==> config.mk <==
export PLATFORM = sky130hd
export DESIGN_NAME = adc_output_test_config
export DESIGN_NICKNAME = d
export VERILOG_FILES = /design/src/hw/adc_out_pkg.sv /design/src/hw/out_cfg_if.sv /design/src/hw/out_clock_div.sv /design/src/hw/out_pattern_gen.sv /design/src/hw/adc_output_test_config.sv
export SDC_FILE = /design/constraint.sdc
export NUM_CORES = 1
export LEC_CHECK = 0
export BUFFER_PORTS_ARGS = -buffer_cell sky130_fd_sc_hd__buf_2
export CAP_MARGIN = 20
export CORE_MARGIN = 5
export CORE_UTILIZATION = 64
export DETAILED_ROUTE_END_ITERATION = 10
export PLACE_DENSITY = 0.92
export SLEW_MARGIN = 15
export SYNTH_ARGS = -nofsm -noshare
export SYNTH_HDL_FRONTEND = slang
export SYNTH_SLANG_ARGS = --single-unit
==> constraint.sdc <==
create_clock -name sys_clk_in -period 15.4 [get_ports sys_clk_in]
set_clock_uncertainty 0.05 [all_clocks]
set_input_delay 0.77 -clock sys_clk_in [delete_from_list [all_inputs] [get_ports sys_clk_in]]
set_output_delay 0.77 -clock sys_clk_in [all_outputs]
set_load 0.05 [all_outputs]
==> src/hw/adc_out_pkg.sv <==
// Purpose: constants for the converter output test and configuration bank
// Assumes: one channel per instance, 16-bit offset-binary samples from the core
// Notes: register offsets are the bank's byte addresses on the serial port
//
// Contract
// - four-bit test field; zero passes normal data, nonzero codes substitute test data
// - test field resets to off, so normal data flows after reset
// - code 0001 midscale, 0010 positive full scale, 0011 negative full scale
// - code 0100 alternates complementary checkerboard words each sample
// - code 0101 emits 23-stage sequence, code 0110 emits 9-stage sequence
// - code 0111 toggles whole word between all ones and all zeros
// - 1001 bit toggle, 1011 single bit high, 1100 mixed frequency; 1010 undefined
// - format register selects output level and offset binary, twos or gray format
// - phase field delays divider output by 0 to 6 input clock cycles
// - phase picks output clock phase; internal sample latching timing never moves
package adc_out_pkg;
   localparam int DATA_W = 16;

   // register offsets
   localparam logic [7:0] ADDR_TEST_PATTERN = 8'h0d;
   localparam logic [7:0] ADDR_SELF_TEST    = 8'h0e;
   localparam logic [7:0] ADDR_OFFSET_TRIM  = 8'h10;
   localparam logic [7:0] ADDR_OUT_FORMAT   = 8'h14;
   localparam logic [7:0] ADDR_DRIVE        = 8'h15;
   localparam logic [7:0] ADDR_CLOCK_PHASE  = 8'h16;

   // reset values
   localparam logic [7:0] RST_TEST_PATTERN = 8'h00;
   localparam logic [7:0] RST_SELF_TEST    = 8'h00;
   localparam logic [7:0] RST_OFFSET_TRIM  = 8'h00;
   localparam logic [7:0] RST_OUT_FORMAT   = 8'h00;
   localparam logic [7:0] RST_DRIVE        = 8'h22;
   localparam logic [7:0] RST_CLOCK_PHASE  = 8'h00;
   localparam logic [7:0] READ_UNMAPPED    = 8'h00;

   // field positions
   localparam int TP_CODE_LSB   = 0;
   localparam int TP_RST_SHORT  = 4;
   localparam int TP_RST_LONG   = 5;
   localparam int TP_USER_LSB   = 6;
   localparam int ST_ENABLE     = 0;
   localparam int ST_INIT       = 2;
   localparam int FMT_LSB       = 0;
   localparam int FMT_DISABLE   = 4;
   localparam int FMT_MUX       = 5;
   localparam int FMT_LEVEL_LSB = 6;
   localparam int PH_LSB        = 0;
   localparam int PH_INVERT     = 7;
   localparam logic [2:0] PHASE_MAX = 3'h6;

   // output test codes
   localparam logic [3:0] TC_OFF      = 4'h0;
   localparam logic [3:0] TC_MID      = 4'h1;
   localparam logic [3:0] TC_POS_FS   = 4'h2;
   localparam logic [3:0] TC_NEG_FS   = 4'h3;
   localparam logic [3:0] TC_CHECKER  = 4'h4;
   localparam logic [3:0] TC_LONG_PN  = 4'h5;
   localparam logic [3:0] TC_SHORT_PN = 4'h6;
   localparam logic [3:0] TC_WORD_TGL = 4'h7;
   localparam logic [3:0] TC_USER     = 4'h8;
   localparam logic [3:0] TC_BIT_TGL  = 4'h9;
   localparam logic [3:0] TC_ONE_HIGH = 4'hb;
   localparam logic [3:0] TC_MIXED    = 4'hc;

   // data formats and levels
   localparam logic [1:0] FMT_OFFSET_BIN = 2'h0;
   localparam logic [1:0] FMT_TWOS       = 2'h1;
   localparam logic [1:0] FMT_GRAY       = 2'h2;
   localparam logic [1:0] LEVEL_3V3      = 2'h0;
   localparam logic [1:0] LEVEL_1V8      = 2'h2;

   // fixed words, offset binary
   localparam logic [15:0] WORD_MID     = 16'h8000;
   localparam logic [15:0] WORD_POS_FS  = 16'hffff;
   localparam logic [15:0] WORD_NEG_FS  = 16'h0000;
   localparam logic [15:0] WORD_CHECK_A = 16'haaaa;
   localparam logic [15:0] WORD_CHECK_B = 16'h5555;
   localparam logic [15:0] WORD_ONES    = 16'hffff;
   localparam logic [15:0] WORD_ZEROS   = 16'h0000;
   localparam logic [15:0] WORD_BIT_TGL = 16'haaaa;
   localparam logic [15:0] WORD_WALK    = 16'h0001;
   localparam logic [15:0] WORD_MIXED   = 16'ha0f0;
   localparam logic [22:0] SEED_LONG    = 23'h7f_ffff;
   localparam logic [8:0]  SEED_SHORT   = 9'h1ff;
   localparam int LONG_TAP  = 17;
   localparam int SHORT_TAP = 4;

   typedef enum logic [1:0] {USER_SINGLE, USER_ALT, USER_SINGLE_ONCE, USER_ALT_ONCE} user_mode_e;

   // offset binary to the selected output format
   function automatic logic [15:0] fmt_conv(input logic [15:0] d, input logic [1:0] fmt);
      logic [15:0] r;
      r = d;
      if (fmt == FMT_TWOS)
      begin
         r = {~d[15], d[14:0]};
      end
      else if (fmt == FMT_GRAY)
      begin
         r = d ^ (d >> 1);
      end
      return r;
   endfunction

   // offset binary sample plus signed trim, clamped to the code range
   function automatic logic [15:0] trim_add(input logic [15:0] d, input logic [7:0] trim);
      logic signed [17:0] s;
      s = $signed({2'h0, d}) + $signed({{10{trim[7]}}, trim});
      if (s < 0)
      begin
         return WORD_NEG_FS;
      end
      if (s > $signed({2'h0, WORD_POS_FS}))
      begin
         return WORD_POS_FS;
      end
      return s[15:0];
   endfunction
endpackage

==> src/hw/out_cfg_if.sv <==
// Purpose: carrier between the register bank, pattern source and clock divider
// Assumes: single clock domain
// Notes: pattern and strobe are combinational from their producers
`timescale 1ns/1ps
`default_nettype none
interface out_cfg_if;
   logic        strobe;
   logic [3:0]  test_code;
   logic [1:0]  user_mode;
   logic        rst_long;
   logic        rst_short;
   logic [15:0] user_patt1;
   logic [15:0] user_patt2;
   logic [15:0] pattern;
   logic [2:0]  div_ratio;
   logic [2:0]  phase;
   logic        dco_inv;
   logic        output_data_clock;

   modport ctrl (output test_code, user_mode, rst_long, rst_short, user_patt1, user_patt2,
                 output div_ratio, phase, dco_inv, input strobe, pattern, output_data_clock);
   modport gen  (input strobe, test_code, user_mode, rst_long, rst_short, user_patt1,
                 input user_patt2, output pattern);
   modport divm (input div_ratio, phase, dco_inv, output strobe, output_data_clock);
endinterface
`default_nettype wire

==> src/hw/out_clock_div.sv <==
// Purpose: sample strobe and phase-shifted output data clock from the input clock
// Assumes: divide ratio is the value plus one, up to eight
// Notes: divide by one gives a steady output clock level in this one-clock design
`timescale 1ns/1ps
`default_nettype none
module out_clock_div
   import adc_out_pkg::*;
(
   // clock and reset
   input  wire logic sys_clk_in,
   input  wire logic rst_n_in,
   // configuration and results
   out_cfg_if.divm   cfg
);
   logic [2:0] cnt_r;
   logic       dco_r;
   logic [3:0] div_n;
   logic [3:0] ph_eff;
   logic [3:0] ph_mod;
   logic [3:0] pc;

   always_comb
   begin
      div_n  = {1'b0, cfg.div_ratio} + 4'h1;
      ph_eff = {1'b0, (cfg.phase > PHASE_MAX) ? PHASE_MAX : cfg.phase};
      ph_mod = ph_eff % div_n;
      pc     = {1'b0, cnt_r} + div_n - ph_mod;
      if (pc >= div_n)
      begin
         pc = pc - div_n;
      end
   end

   // latching strobe ignores the phase field
   always_ff @(posedge sys_clk_in or negedge rst_n_in)
   begin
      if (!rst_n_in)
      begin
         cnt_r <= 3'h0;
      end
      else if (cnt_r >= cfg.div_ratio)
      begin
         cnt_r <= 3'h0;
      end
      else
      begin
         cnt_r <= cnt_r + 3'h1;
      end
   end

   always_ff @(posedge sys_clk_in or negedge rst_n_in)
   begin
      if (!rst_n_in)
      begin
         dco_r <= 1'b0;
      end
      else
      begin
         dco_r <= (pc < ((div_n + 4'h1) >> 1)) ^ cfg.dco_inv;
      end
   end

   assign cfg.strobe = (cnt_r == 3'h0);
   assign cfg.output_data_clock    = dco_r;
endmodule
`default_nettype wire

==> src/hw/out_pattern_gen.sv <==
// Purpose: test word source for the output stage
// Assumes: advances once per sample strobe
// Notes: fixed levels are formed in the top so they follow the data format
`timescale 1ns/1ps
`default_nettype none
module out_pattern_gen
   import adc_out_pkg::*;
(
   // clock and reset
   input  wire logic sys_clk_in,
   input  wire logic rst_n_in,
   // configuration and pattern
   out_cfg_if.gen    cfg
);
   logic [22:0] pn_long_r;
   logic [8:0]  pn_short_r;
   logic        tog_r;
   logic [15:0] walk_r;
   logic [15:0] mix_r;
   logic        user_idx_r;
   logic        user_done_r;
   logic        is_user;

   assign is_user = (cfg.test_code == TC_USER);

   always_ff @(posedge sys_clk_in or negedge rst_n_in)
   begin
      if (!rst_n_in)
      begin
         pn_long_r  <= SEED_LONG;
         pn_short_r <= SEED_SHORT;
      end
      else
      begin
         if (cfg.rst_long)
            pn_long_r <= SEED_LONG;
         else if (cfg.strobe)
            pn_long_r <= {pn_long_r[21:0], pn_long_r[22] ^ pn_long_r[LONG_TAP]};
         if (cfg.rst_short)
            pn_short_r <= SEED_SHORT;
         else if (cfg.strobe)
            pn_short_r <= {pn_short_r[7:0], pn_short_r[8] ^ pn_short_r[SHORT_TAP]};
      end
   end

   always_ff @(posedge sys_clk_in or negedge rst_n_in)
   begin
      if (!rst_n_in)
      begin
         tog_r  <= 1'b0;
         walk_r <= WORD_WALK;
         mix_r  <= WORD_MIXED;
      end
      else if (cfg.strobe)
      begin
         tog_r  <= ~tog_r;
         walk_r <= {walk_r[14:0], walk_r[15]};
         mix_r  <= {mix_r[14:0], mix_r[15]};
      end
   end

   always_ff @(posedge sys_clk_in or negedge rst_n_in)
   begin
      if (!rst_n_in)
      begin
         user_idx_r  <= 1'b0;
         user_done_r <= 1'b0;
      end
      else if (!is_user)
      begin
         user_idx_r  <= 1'b0;
         user_done_r <= 1'b0;
      end
      else if (cfg.strobe && !user_done_r)
      begin
         unique case (user_mode_e'(cfg.user_mode))
            USER_SINGLE:      user_idx_r <= 1'b0;
            USER_ALT:         user_idx_r <= ~user_idx_r;
            USER_SINGLE_ONCE: user_done_r <= 1'b1;
            USER_ALT_ONCE:
            begin
               user_idx_r  <= 1'b1;
               user_done_r <= user_idx_r;
            end
         endcase
      end
   end

   always_comb
   begin
      unique case (cfg.test_code)
         TC_CHECKER:  cfg.pattern = tog_r ? WORD_CHECK_B : WORD_CHECK_A;
         TC_LONG_PN:  cfg.pattern = pn_long_r[15:0];
         TC_SHORT_PN: cfg.pattern = {pn_short_r[6:0], pn_short_r};
         TC_WORD_TGL: cfg.pattern = tog_r ? WORD_ONES : WORD_ZEROS;
         TC_USER:     cfg.pattern = user_done_r ? WORD_ZEROS
                                    : (user_idx_r ? cfg.user_patt2 : cfg.user_patt1);
         TC_BIT_TGL:  cfg.pattern = WORD_BIT_TGL;
         TC_ONE_HIGH: cfg.pattern = walk_r;
         TC_MIXED:    cfg.pattern = mix_r;
         default:     cfg.pattern = WORD_ZEROS;
      endcase
   end
endmodule
`default_nettype wire

==> src/hw/adc_output_test_config.sv <==
// Purpose: output stage configuration bank with test pattern substitution
// Assumes: register port is the decoded serial port, one access per cycle
// Notes: data leaves one cycle and, at phase 0, the output clock edge two cycles after the sample strobe
`timescale 1ns/1ps
`default_nettype none
module adc_output_test_config
   import adc_out_pkg::*;
(
   // clock and reset
   input  wire logic        sys_clk_in,
   input  wire logic        rst_n_in,
   // register port
   input  wire logic        reg_wr_en_in,
   input  wire logic        reg_rd_en_in,
   input  wire logic [7:0]  reg_addr_in,
   input  wire logic [7:0]  reg_wdata_in,
   output logic      [7:0]  reg_rdata_out,
   // converter core side
   input  wire logic [15:0] sample_in,
   input  wire logic [15:0] user_patt1_in,
   input  wire logic [15:0] user_patt2_in,
   input  wire logic [2:0]  div_ratio_in,
   // output pins and pad controls
   output logic      [15:0] data_out,
   output logic             output_data_clock_out,
   output logic             output_disable_bar_out,
   output logic             output_mux_en_out,
   output logic      [1:0]  output_level_out,
   output logic      [7:0]  output_drive_out,
   output logic             builtin_self_test_en_out,
   output logic             builtin_self_test_init_out
);
   logic [7:0]  test_pattern_control_r;
   logic [7:0]  self_test_control_r;
   logic [7:0]  offset_trim_r;
   logic [7:0]  output_format_control_r;
   logic [7:0]  output_drive_strength_r;
   logic [7:0]  output_clock_phase_r;
   logic [7:0]  rdata_r;
   logic [15:0] data_r;
   logic [15:0] data_nxt;
   logic        dco_r;
   logic        out_on_r;
   logic [3:0]  code;
   logic [1:0]  fmt;

   out_cfg_if cfg ();

   out_pattern_gen u_gen (
      .sys_clk_in (sys_clk_in),
      .rst_n_in   (rst_n_in),
      .cfg        (cfg.gen)
   );

   out_clock_div u_div (
      .sys_clk_in (sys_clk_in),
      .rst_n_in   (rst_n_in),
      .cfg        (cfg.divm)
   );

   // decoded read of the bank
   function automatic logic [7:0] reg_read(input logic [7:0] addr);
      logic [7:0] r;
      r = READ_UNMAPPED;
      unique case (addr)
         ADDR_TEST_PATTERN: r = test_pattern_control_r;
         ADDR_SELF_TEST:    r = self_test_control_r;
         ADDR_OFFSET_TRIM:  r = offset_trim_r;
         ADDR_OUT_FORMAT:   r = output_format_control_r;
         ADDR_DRIVE:        r = output_drive_strength_r;
         ADDR_CLOCK_PHASE:  r = output_clock_phase_r;
         default:           r = READ_UNMAPPED;
      endcase
      return r;
   endfunction

   // register writes
   always_ff @(posedge sys_clk_in or negedge rst_n_in)
   begin
      if (!rst_n_in)
      begin
         test_pattern_control_r  <= RST_TEST_PATTERN;
         self_test_control_r     <= RST_SELF_TEST;
         offset_trim_r           <= RST_OFFSET_TRIM;
         output_format_control_r <= RST_OUT_FORMAT;
         out_on_r <= ~RST_OUT_FORMAT[FMT_DISABLE];
         output_drive_strength_r <= RST_DRIVE;
         output_clock_phase_r    <= RST_CLOCK_PHASE;
      end
      else if (reg_wr_en_in)
      begin
         unique case (reg_addr_in)
            ADDR_TEST_PATTERN: test_pattern_control_r  <= reg_wdata_in;
            ADDR_SELF_TEST:    self_test_control_r     <= reg_wdata_in;
            ADDR_OFFSET_TRIM:  offset_trim_r           <= reg_wdata_in;
            ADDR_OUT_FORMAT:
            begin
               output_format_control_r <= reg_wdata_in;
               out_on_r <= ~reg_wdata_in[FMT_DISABLE];
            end
            ADDR_DRIVE:        output_drive_strength_r <= reg_wdata_in;
            ADDR_CLOCK_PHASE:  output_clock_phase_r    <= reg_wdata_in;
            default:
            begin
            end
         endcase
      end
   end

   // register reads, answered one cycle after the read strobe
   always_ff @(posedge sys_clk_in or negedge rst_n_in)
   begin
      if (!rst_n_in)
      begin
         rdata_r <= READ_UNMAPPED;
      end
      else if (reg_rd_en_in)
      begin
         rdata_r <= reg_read(reg_addr_in);
      end
   end

   // configuration toward pattern source and divider
   assign code               = test_pattern_control_r[TP_CODE_LSB +: 4];
   assign fmt                = output_format_control_r[FMT_LSB +: 2];
   assign cfg.test_code      = code;
   assign cfg.user_mode      = test_pattern_control_r[TP_USER_LSB +: 2];
   assign cfg.rst_long       = test_pattern_control_r[TP_RST_LONG];
   assign cfg.rst_short      = test_pattern_control_r[TP_RST_SHORT];
   assign cfg.user_patt1     = user_patt1_in;
   assign cfg.user_patt2     = user_patt2_in;
   assign cfg.div_ratio      = div_ratio_in;
   assign cfg.phase          = output_clock_phase_r[PH_LSB +: 3];
   assign cfg.dco_inv        = output_clock_phase_r[PH_INVERT];

   // output word selection
   always_comb
   begin
      unique case (code)
         TC_OFF:    data_nxt = fmt_conv(trim_add(sample_in, offset_trim_r), fmt);
         TC_MID:    data_nxt = fmt_conv(WORD_MID, fmt);
         TC_POS_FS: data_nxt = fmt_conv(WORD_POS_FS, fmt);
         TC_NEG_FS: data_nxt = fmt_conv(WORD_NEG_FS, fmt);
         default:   data_nxt = cfg.pattern;
      endcase
   end

   // output data latched on the internal sample strobe only
   always_ff @(posedge sys_clk_in or negedge rst_n_in)
   begin
      if (!rst_n_in)
      begin
         data_r <= WORD_ZEROS;
      end
      else if (cfg.strobe)
      begin
         data_r <= data_nxt;
      end
   end

   always_ff @(posedge sys_clk_in or negedge rst_n_in)
   begin
      if (!rst_n_in)
      begin
         dco_r <= 1'b0;
      end
      else
      begin
         dco_r <= cfg.output_data_clock;
      end
   end

   assign reg_rdata_out              = rdata_r;
   assign data_out                   = data_r;
   assign output_data_clock_out      = dco_r;
   assign output_disable_bar_out     = out_on_r;
   assign output_mux_en_out          = output_format_control_r[FMT_MUX];
   assign output_level_out           = output_format_control_r[FMT_LEVEL_LSB +: 2];
   assign output_drive_out           = output_drive_strength_r;
   assign builtin_self_test_en_out   = self_test_control_r[ST_ENABLE];
   assign builtin_self_test_init_out = self_test_control_r[ST_INIT];
endmodule
`default_nettype wire

# After elaboration in Yosys (flattened, before gate mapping)
# Index checks and enable logic that the tools add are counted.
[word_totals]
reg_bits = 145
input_bits = 71
word_cells = 118
[classes]
addsub = 7
div_mod_pow = 1
n_lt_le_gt_ge = 6
n_eq_ne = 25
muxes = 37
n_bitwise = 8
n_reduce_logical = 15
[ops]
columns = ["op", "n"]
rows = [
  ["two-way mux 16 bit", 14],
  ["one-hot mux 16 bit (8 select lines)", 1],
  ["one-hot mux 16 bit (4 select lines)", 1],
  ["one-hot mux 8 bit (6 select lines)", 1],
  ["two-way mux 23 bit", 2],
  ["== test 8 x 5 -> 1 bit (second input constant)", 4],
  ["two-way mux 15 bit", 2],
  ["adder 17 x 8 -> 18 bit", 1],
  ["> comparator 18 x 17 -> 1 bit (second input constant)", 1],
  ["less-than comparator 18 x 1 -> 1 bit (second input constant)", 1],
  ["two-way mux 9 bit", 2],
  ["== test 4 x 3 -> 1 bit (second input constant)", 4],
  ["== test 4 bit (second input constant)", 4],
  ["== test 8 x 4 -> 1 bit (second input constant)", 2],
  ["AND reduction 2 bit", 8],
  ["XOR 16 x 15 -> 16 bit", 1],
  ["two-way mux 1 bit", 9],
  ["== test 4 x 2 -> 1 bit (second input constant)", 2],
  ["subtractor 4 bit", 2],
  ["== test 2 bit (second input constant)", 3],
  ["two-way mux 3 bit", 2],
  ["adder 3 x 1 -> 4 bit (second input constant)", 1],
  ["adder 3 x 4 -> 4 bit", 1],
  ["adder 4 x 1 -> 4 bit (second input constant)", 1],
  ["other kinds (22)", 29],
]

# Logic depth before layout (Yosys ltp)
[depth]
depth_word = 13
ltp_mapped = 38
ltp_nobuf = 38

# Modules after synthesis
# A second synthesis with hierarchy kept.
[hier_totals]
cells_unflattened = 1001
area_unflattened_um2 = 9982.1
[by_module_without_submodules]
columns = ["module", "n_inst", "cells_each", "area_per_inst_um2", "seq_area_each_um2"]
rows = [
  ["adc_output_test_config", 1, 509, 4885.9, 1855.5],
  ["out_pattern_gen", 1, 335, 3732.3, 1725.4],
  ["out_clock_div", 1, 157, 1363.8, 100.1],
]

# Worst setup path after synthesis
# No wires, ideal clock.
[synth_timing]
kind = "input -> register"
start = "input port div_ratio_in[0]"
end = "register u_div.dco_r, in the netlist u_div.cfg.output_data_clock"
setup_ps = 79
arrival_ps = 7884
required_time_ps = 15271
slack_ps = 7387
path_stages = 37
path_buffers = 0
cell_sequence = "inv_1 -> ha_1 -> nor4bb_1 -> o211ai_1 -> inv_1 -> ha_1 -> o21a_1 -> o211ai_1 -> nand2_1 -> o21ai_0 -> ha_1 -> o21a_1 -> o21a_1 -> o21ai_0 -> nor2_1 -> a21oi_1 -> inv_1 -> ha_1 -> nand2_1 -> nand2_1 -> a21o_1 -> a21oi_1 -> mux2_2 -> fa_1 -> ha_1 -> a21o_1 -> a21oi_1 -> xnor2_1 -> xnor2_1 -> ha_1 -> a21o_1 -> nor2_1 -> a21oi_1 -> ha_1 -> a31o_2 -> a21boi_0 -> xor2_1"
[synth_via]
elab_chain_cells = 7
word_cells_on_any_way = 10
classes_between = "add/sub: 5; div: 1; order compare: 2; mux: 1; bitwise: 1"
[synth_lines]
columns = ["element", "line", "rtl"]
rows = [
  ["start: declaration", "adc_output_test_config.sv:22", "input wire logic [2:0] div_ratio_in,"],
  ["adder 3 x 1 -> 4 bit (*)", "out_clock_div.sv:24", "div_n = {1'b0, cfg.div_ratio} + 4'h1;"],
  ["modulo 3 x 4 -> 4 bit or adder 3 x 4 -> 4 bit (tied branches)", "out_clock_div.sv:26, out_clock_div.sv:27", ""],
  ["subtractor 4 bit", "out_clock_div.sv:27", "pc = {1'b0, cnt_r} + div_n - ph_mod;"],
  ["subtractor 4 bit or >= comparator 4 bit (tied branches)", "out_clock_div.sv:30, out_clock_div.sv:28", ""],
  ["two-way mux 4 bit", "out_clock_div.sv:28", "if (pc >= div_n)"],
  ["less-than comparator 4 x 3 -> 1 bit (*)", "out_clock_div.sv:59", "dco_r <= (pc < ((div_n + 4'h1) >> 1)) ^ cfg.dco_inv;"],
  ["XOR 1 bit (*)", "out_clock_div.sv:59", ""],
  ["end signal: assignment", "out_clock_div.sv:59", ""],
  ["end: declaration", "out_clock_div.sv:16", "logic dco_r;"],
]
# Mark *: on every way between the ends. The rest lies on a longest branch, timed or not.
# A chain may end at the register's enable or synchronous reset.

# Worst setup path in the final report
# Same ends and word-level chain as after synthesis.

==> impl_metrics.csv <==
group,metric,value,unit
critical_path,crit_path_max_incr_delay,520,ps
placement,dp_hpwl,16.29,mm
power_and_ir_drop,pwr_density_cell,164.6,mW/mm^2
layout,fillers,934,
route,first_pass_iters,7,
layout,final_core_util,73.49,%
critical_path,critical_path_arrival,9140,ps
timing,relSlewSlack,30.67,%
timing,finalSetupTns,0,ps
cts,clockBufferDepth,2,
placement,port-buffer-count,109,
critical_path,r2r_slack,7200,ps
global_route,grt_max_degree,85,
critical_path,critPathKind,"input port to flip-flop",
layout,regArea,0.003681,mm^2
layout,post_layout_nonfiller_instances,1231,
hold_path,min-delay-start,"u_div.cfg.output_data_clock$_DFF_PN0_",
logic_synthesis,ys_ff_latch,145,
timing,worstMarginPinSlew,1038,ps
logic_synthesis,avgSynthCellArea,9.453,um^2
critical_path,required,15700,ps
route,drcViolationCount,0,
placement,dp_cells,1199,
cts,htreeDepth,4,
timing,finalHoldViolCount,0,
route,num_vias,8219,
global_route,grt_pass1_wl,40.63,mm
route,vias_per_cell,6.677,
logic_synthesis,async_flop_share,100.0,%
critical_path,path_max_fanout,11,
logic_synthesis,ys_seq_area_share,40.65,%
critical_path,cpMostUsedCell,"ha_1",
route,first_iter_violations,1171,
route,wl,25.00,mm
cts,cts-resized-gates,0,
route,wl_per_cell,20.31,um
logic_synthesis,synth_ff_type,"dfrtp_1",
timing,rsz0062_at_grt,"no",
critical_path,crit_path_top_delay_cell,"ha_1",
global_route,grtUsageTotal,30.69,%
timing,maxSlewViolCount,0,
global_route,grt.overflow.total,0,
cts,postCtsHoldBufs,0,
cts,cts.sinks,145,
floorplan,die-area,0.01663,mm^2
logic_synthesis,yosysWarnings,0,
critical_path,rr_startpoint,"output_clock_phase_r[2]$_DFFE_PN0P_",
cts,postCtsSetupRepairBufs,0,
layout,nets,1164,
layout,syn2layout_area_growth,12.64,%
cts,clock_latency,420,ps
floorplan,start_util,65.24,%
timing,layout_min_cycle_time,8838,ps
floorplan,core_area,0.01388,mm^2
placement,place_congestion,0.9273,
timing,fmax,0.1132,GHz
logic_synthesis,synth_nets,1084,
hold_path,min_path_type,"flip-flop to flip-flop",
cts,numCtsBuffers,17,
floorplan,die_height,129.0,um
critical_path,r2r-end,"u_div.cfg.output_data_clock$_DFF_PN0_",
logic_synthesis,synth_cells,958,
layout,num_antenna_cells,0,
cts,cts_tree,"yes",
logic_synthesis,synth_area,0.009056,mm^2
placement,place_ws,6209,ps
critical_path,ff2ff_path_depth,37,
critical_path,endpoint_kind,"flip-flop",
timing,layout_setup_ws,6562,ps
cts,cts_root_buf,"clkbuf_16",
timing,finalSetupViolations,0,
global_route,grt_pass1_vias,8028,
status,status,"finished clean",
hold_path,hold-path-cell-count,0,
layout,drive_gt1_share,25.59,%
cts,clk_pin_slew,60,ps
hold_path,min_to,"output_data_clock_out$_DFF_PN0_",
layout,multiInputGateArea,0.005047,mm^2
floorplan,die_w,129.0,um
global_route,antenna_found_initial,0,
timing,period_share,57.39,%
floorplan,pin_count,110,
power_and_ir_drop,p_leak,4.825,nW
logic_synthesis,ys_types,74,
route,drtAntennaViolNets,0,
flow_run,maxCapViolations,0,
critical_path,start_kind,"input port",
floorplan,row_count,43,
logic_synthesis,synth_edf_count,0,
power_and_ir_drop,peakVddDrop,0.0001031,V
==> worst max-delay path: cells and delay by family <==
family	cells	cell delay, ps
adder cells (fa/ha/maj)	8	2800
AO/OA/AOI/OAI	16	3300
XOR/XNOR	3	510
multiplexers	1	400
buffers and inverters	4	570
AND/OR/NAND/NOR	6	770
==> report_power, final <==
group / switching [W] / leakage, nW / internal [W]
clock network: 0.000170 / 0.239 / 0.000208
logic: 0.000473 / 2.79 / 0.000270
registers: 0.0000696 / 1.80 / 0.000488
total: 0.000712 / 4.83 / 0.000966
==> layout make-up <==
class	count	area share, %
clock buffers	19	4.244
clock inverters	13	1.030
inverters	30	1.104
multi-input cells	729	49.48
flip-flops and latches	145	36.08
well taps	180	2.208
repair buffers	115	5.851
==> how the worst max path moves through the flow <==
stage | start | endpoint | slack, ps
final | div_ratio_in[0] | u_div.cfg.output_data_clock$_DFF_PN0_ | 6560
after global routing | div_ratio_in[0] | u_div.cfg.output_data_clock$_DFF_PN0_ | 5850
after CTS | div_ratio_in[0] | u_div.cfg.output_data_clock$_DFF_PN0_ | 6640
after detailed placement | div_ratio_in[0] | u_div.cfg.output_data_clock$_DFF_PN0_ | 6210
after global placement | div_ratio_in[0] | u_div.cfg.output_data_clock$_DFF_PN0_ | 6690
after floorplan | div_ratio_in[0] | u_div.cfg.output_data_clock$_DFF_PN0_ | 7390
==> synth_stat cells, types with 8 or more instances <==
cell      count  area share [%]
a21oi_1      41             2.3
a211oi_1      8            0.66
mux2_2       62             7.7
dfrtp_1     103              28
inv_1        30             1.2
nand3_1      12            0.66
nor2_1       55             2.3
a222oi_1     12             1.3
mux2i_1      20             2.2
xnor2_1      22             2.1
a21o_1       16             1.3
ha_1         49             6.8
dfstp_2      42              12
and3_1        8            0.55
nand3b_1     32             2.7
clkbuf_1     43             1.8
a22oi_1      20             1.7
nor3_1        8            0.44
xor2_1       14             1.4
o21ai_0      23             1.3
nand2_1     199             8.2
a31oi_1      20             1.4
==> metal layers <==
layer | global-route usage [%] | wire length (um) | up-vias | part of all wire [%]
li1 | - | - | 3587 | -
met1 | 40.14 | 9539 | 3935 | 38
met2 | 48.51 | 11800 | 571 | 47
met3 | 8.219 | 2567 | 126 | 10
met4 | 12.97 | 1090 | 0 | 4.4
met5 | 0 | 0 | - | 0
==> sequential cells by signal (all words and copies together), names as in the netlist, 9 cells and up <==
name and cells:
u_gen.mix_r 16, u_gen.pn_short_r 9, data_out 16, u_gen.pn_long_r 23
u_gen.walk_r 16
==> cell families after synthesis <==
logic type / count (synthesis) / synth area share [%]
and+or+nand+nor: 346 / 17.19
DFF: 145 / 40.65
xor gates and xnor gates: 37 / 3.661
buffers and inverters: 84 / 3.841
adders and majority gates: 55 / 8.096
AOI/OAI and AO/OA: 209 / 16.65
muxes: 82 / 9.920
==> through the flow <==
step           hold WS, ps  cell area (um^2)  total power, W
4_1_cts              304.4             10190        0.001664
6_report             301.7             10200        0.001679
3_5_place_dp         290.2              9653        0.001278
3_3_place_gp         289.5              9653        0.001246
2_1_floorplan        281.2              9056        0.001102
5_1_grt              312.8             10200        0.001776
==> cell usage in the layout, fill, tap and decap left out, types with 17 or more instances in the layout <==
master / n
a31oi_1: 20
dfrtp_1: 103
a21oi_1: 41
inv_1: 30
clkbuf_16: 17
nand3b_1: 32
dfstp_2: 42
mux2_2: 62
o21ai_0: 23
mux2i_1: 20
ha_1: 49
nand2_1: 199
xnor2_1: 22
nor2_1: 55
a22oi_1: 20
buf_2: 108
Note: power is estimated with default switching activity, not from simulation.
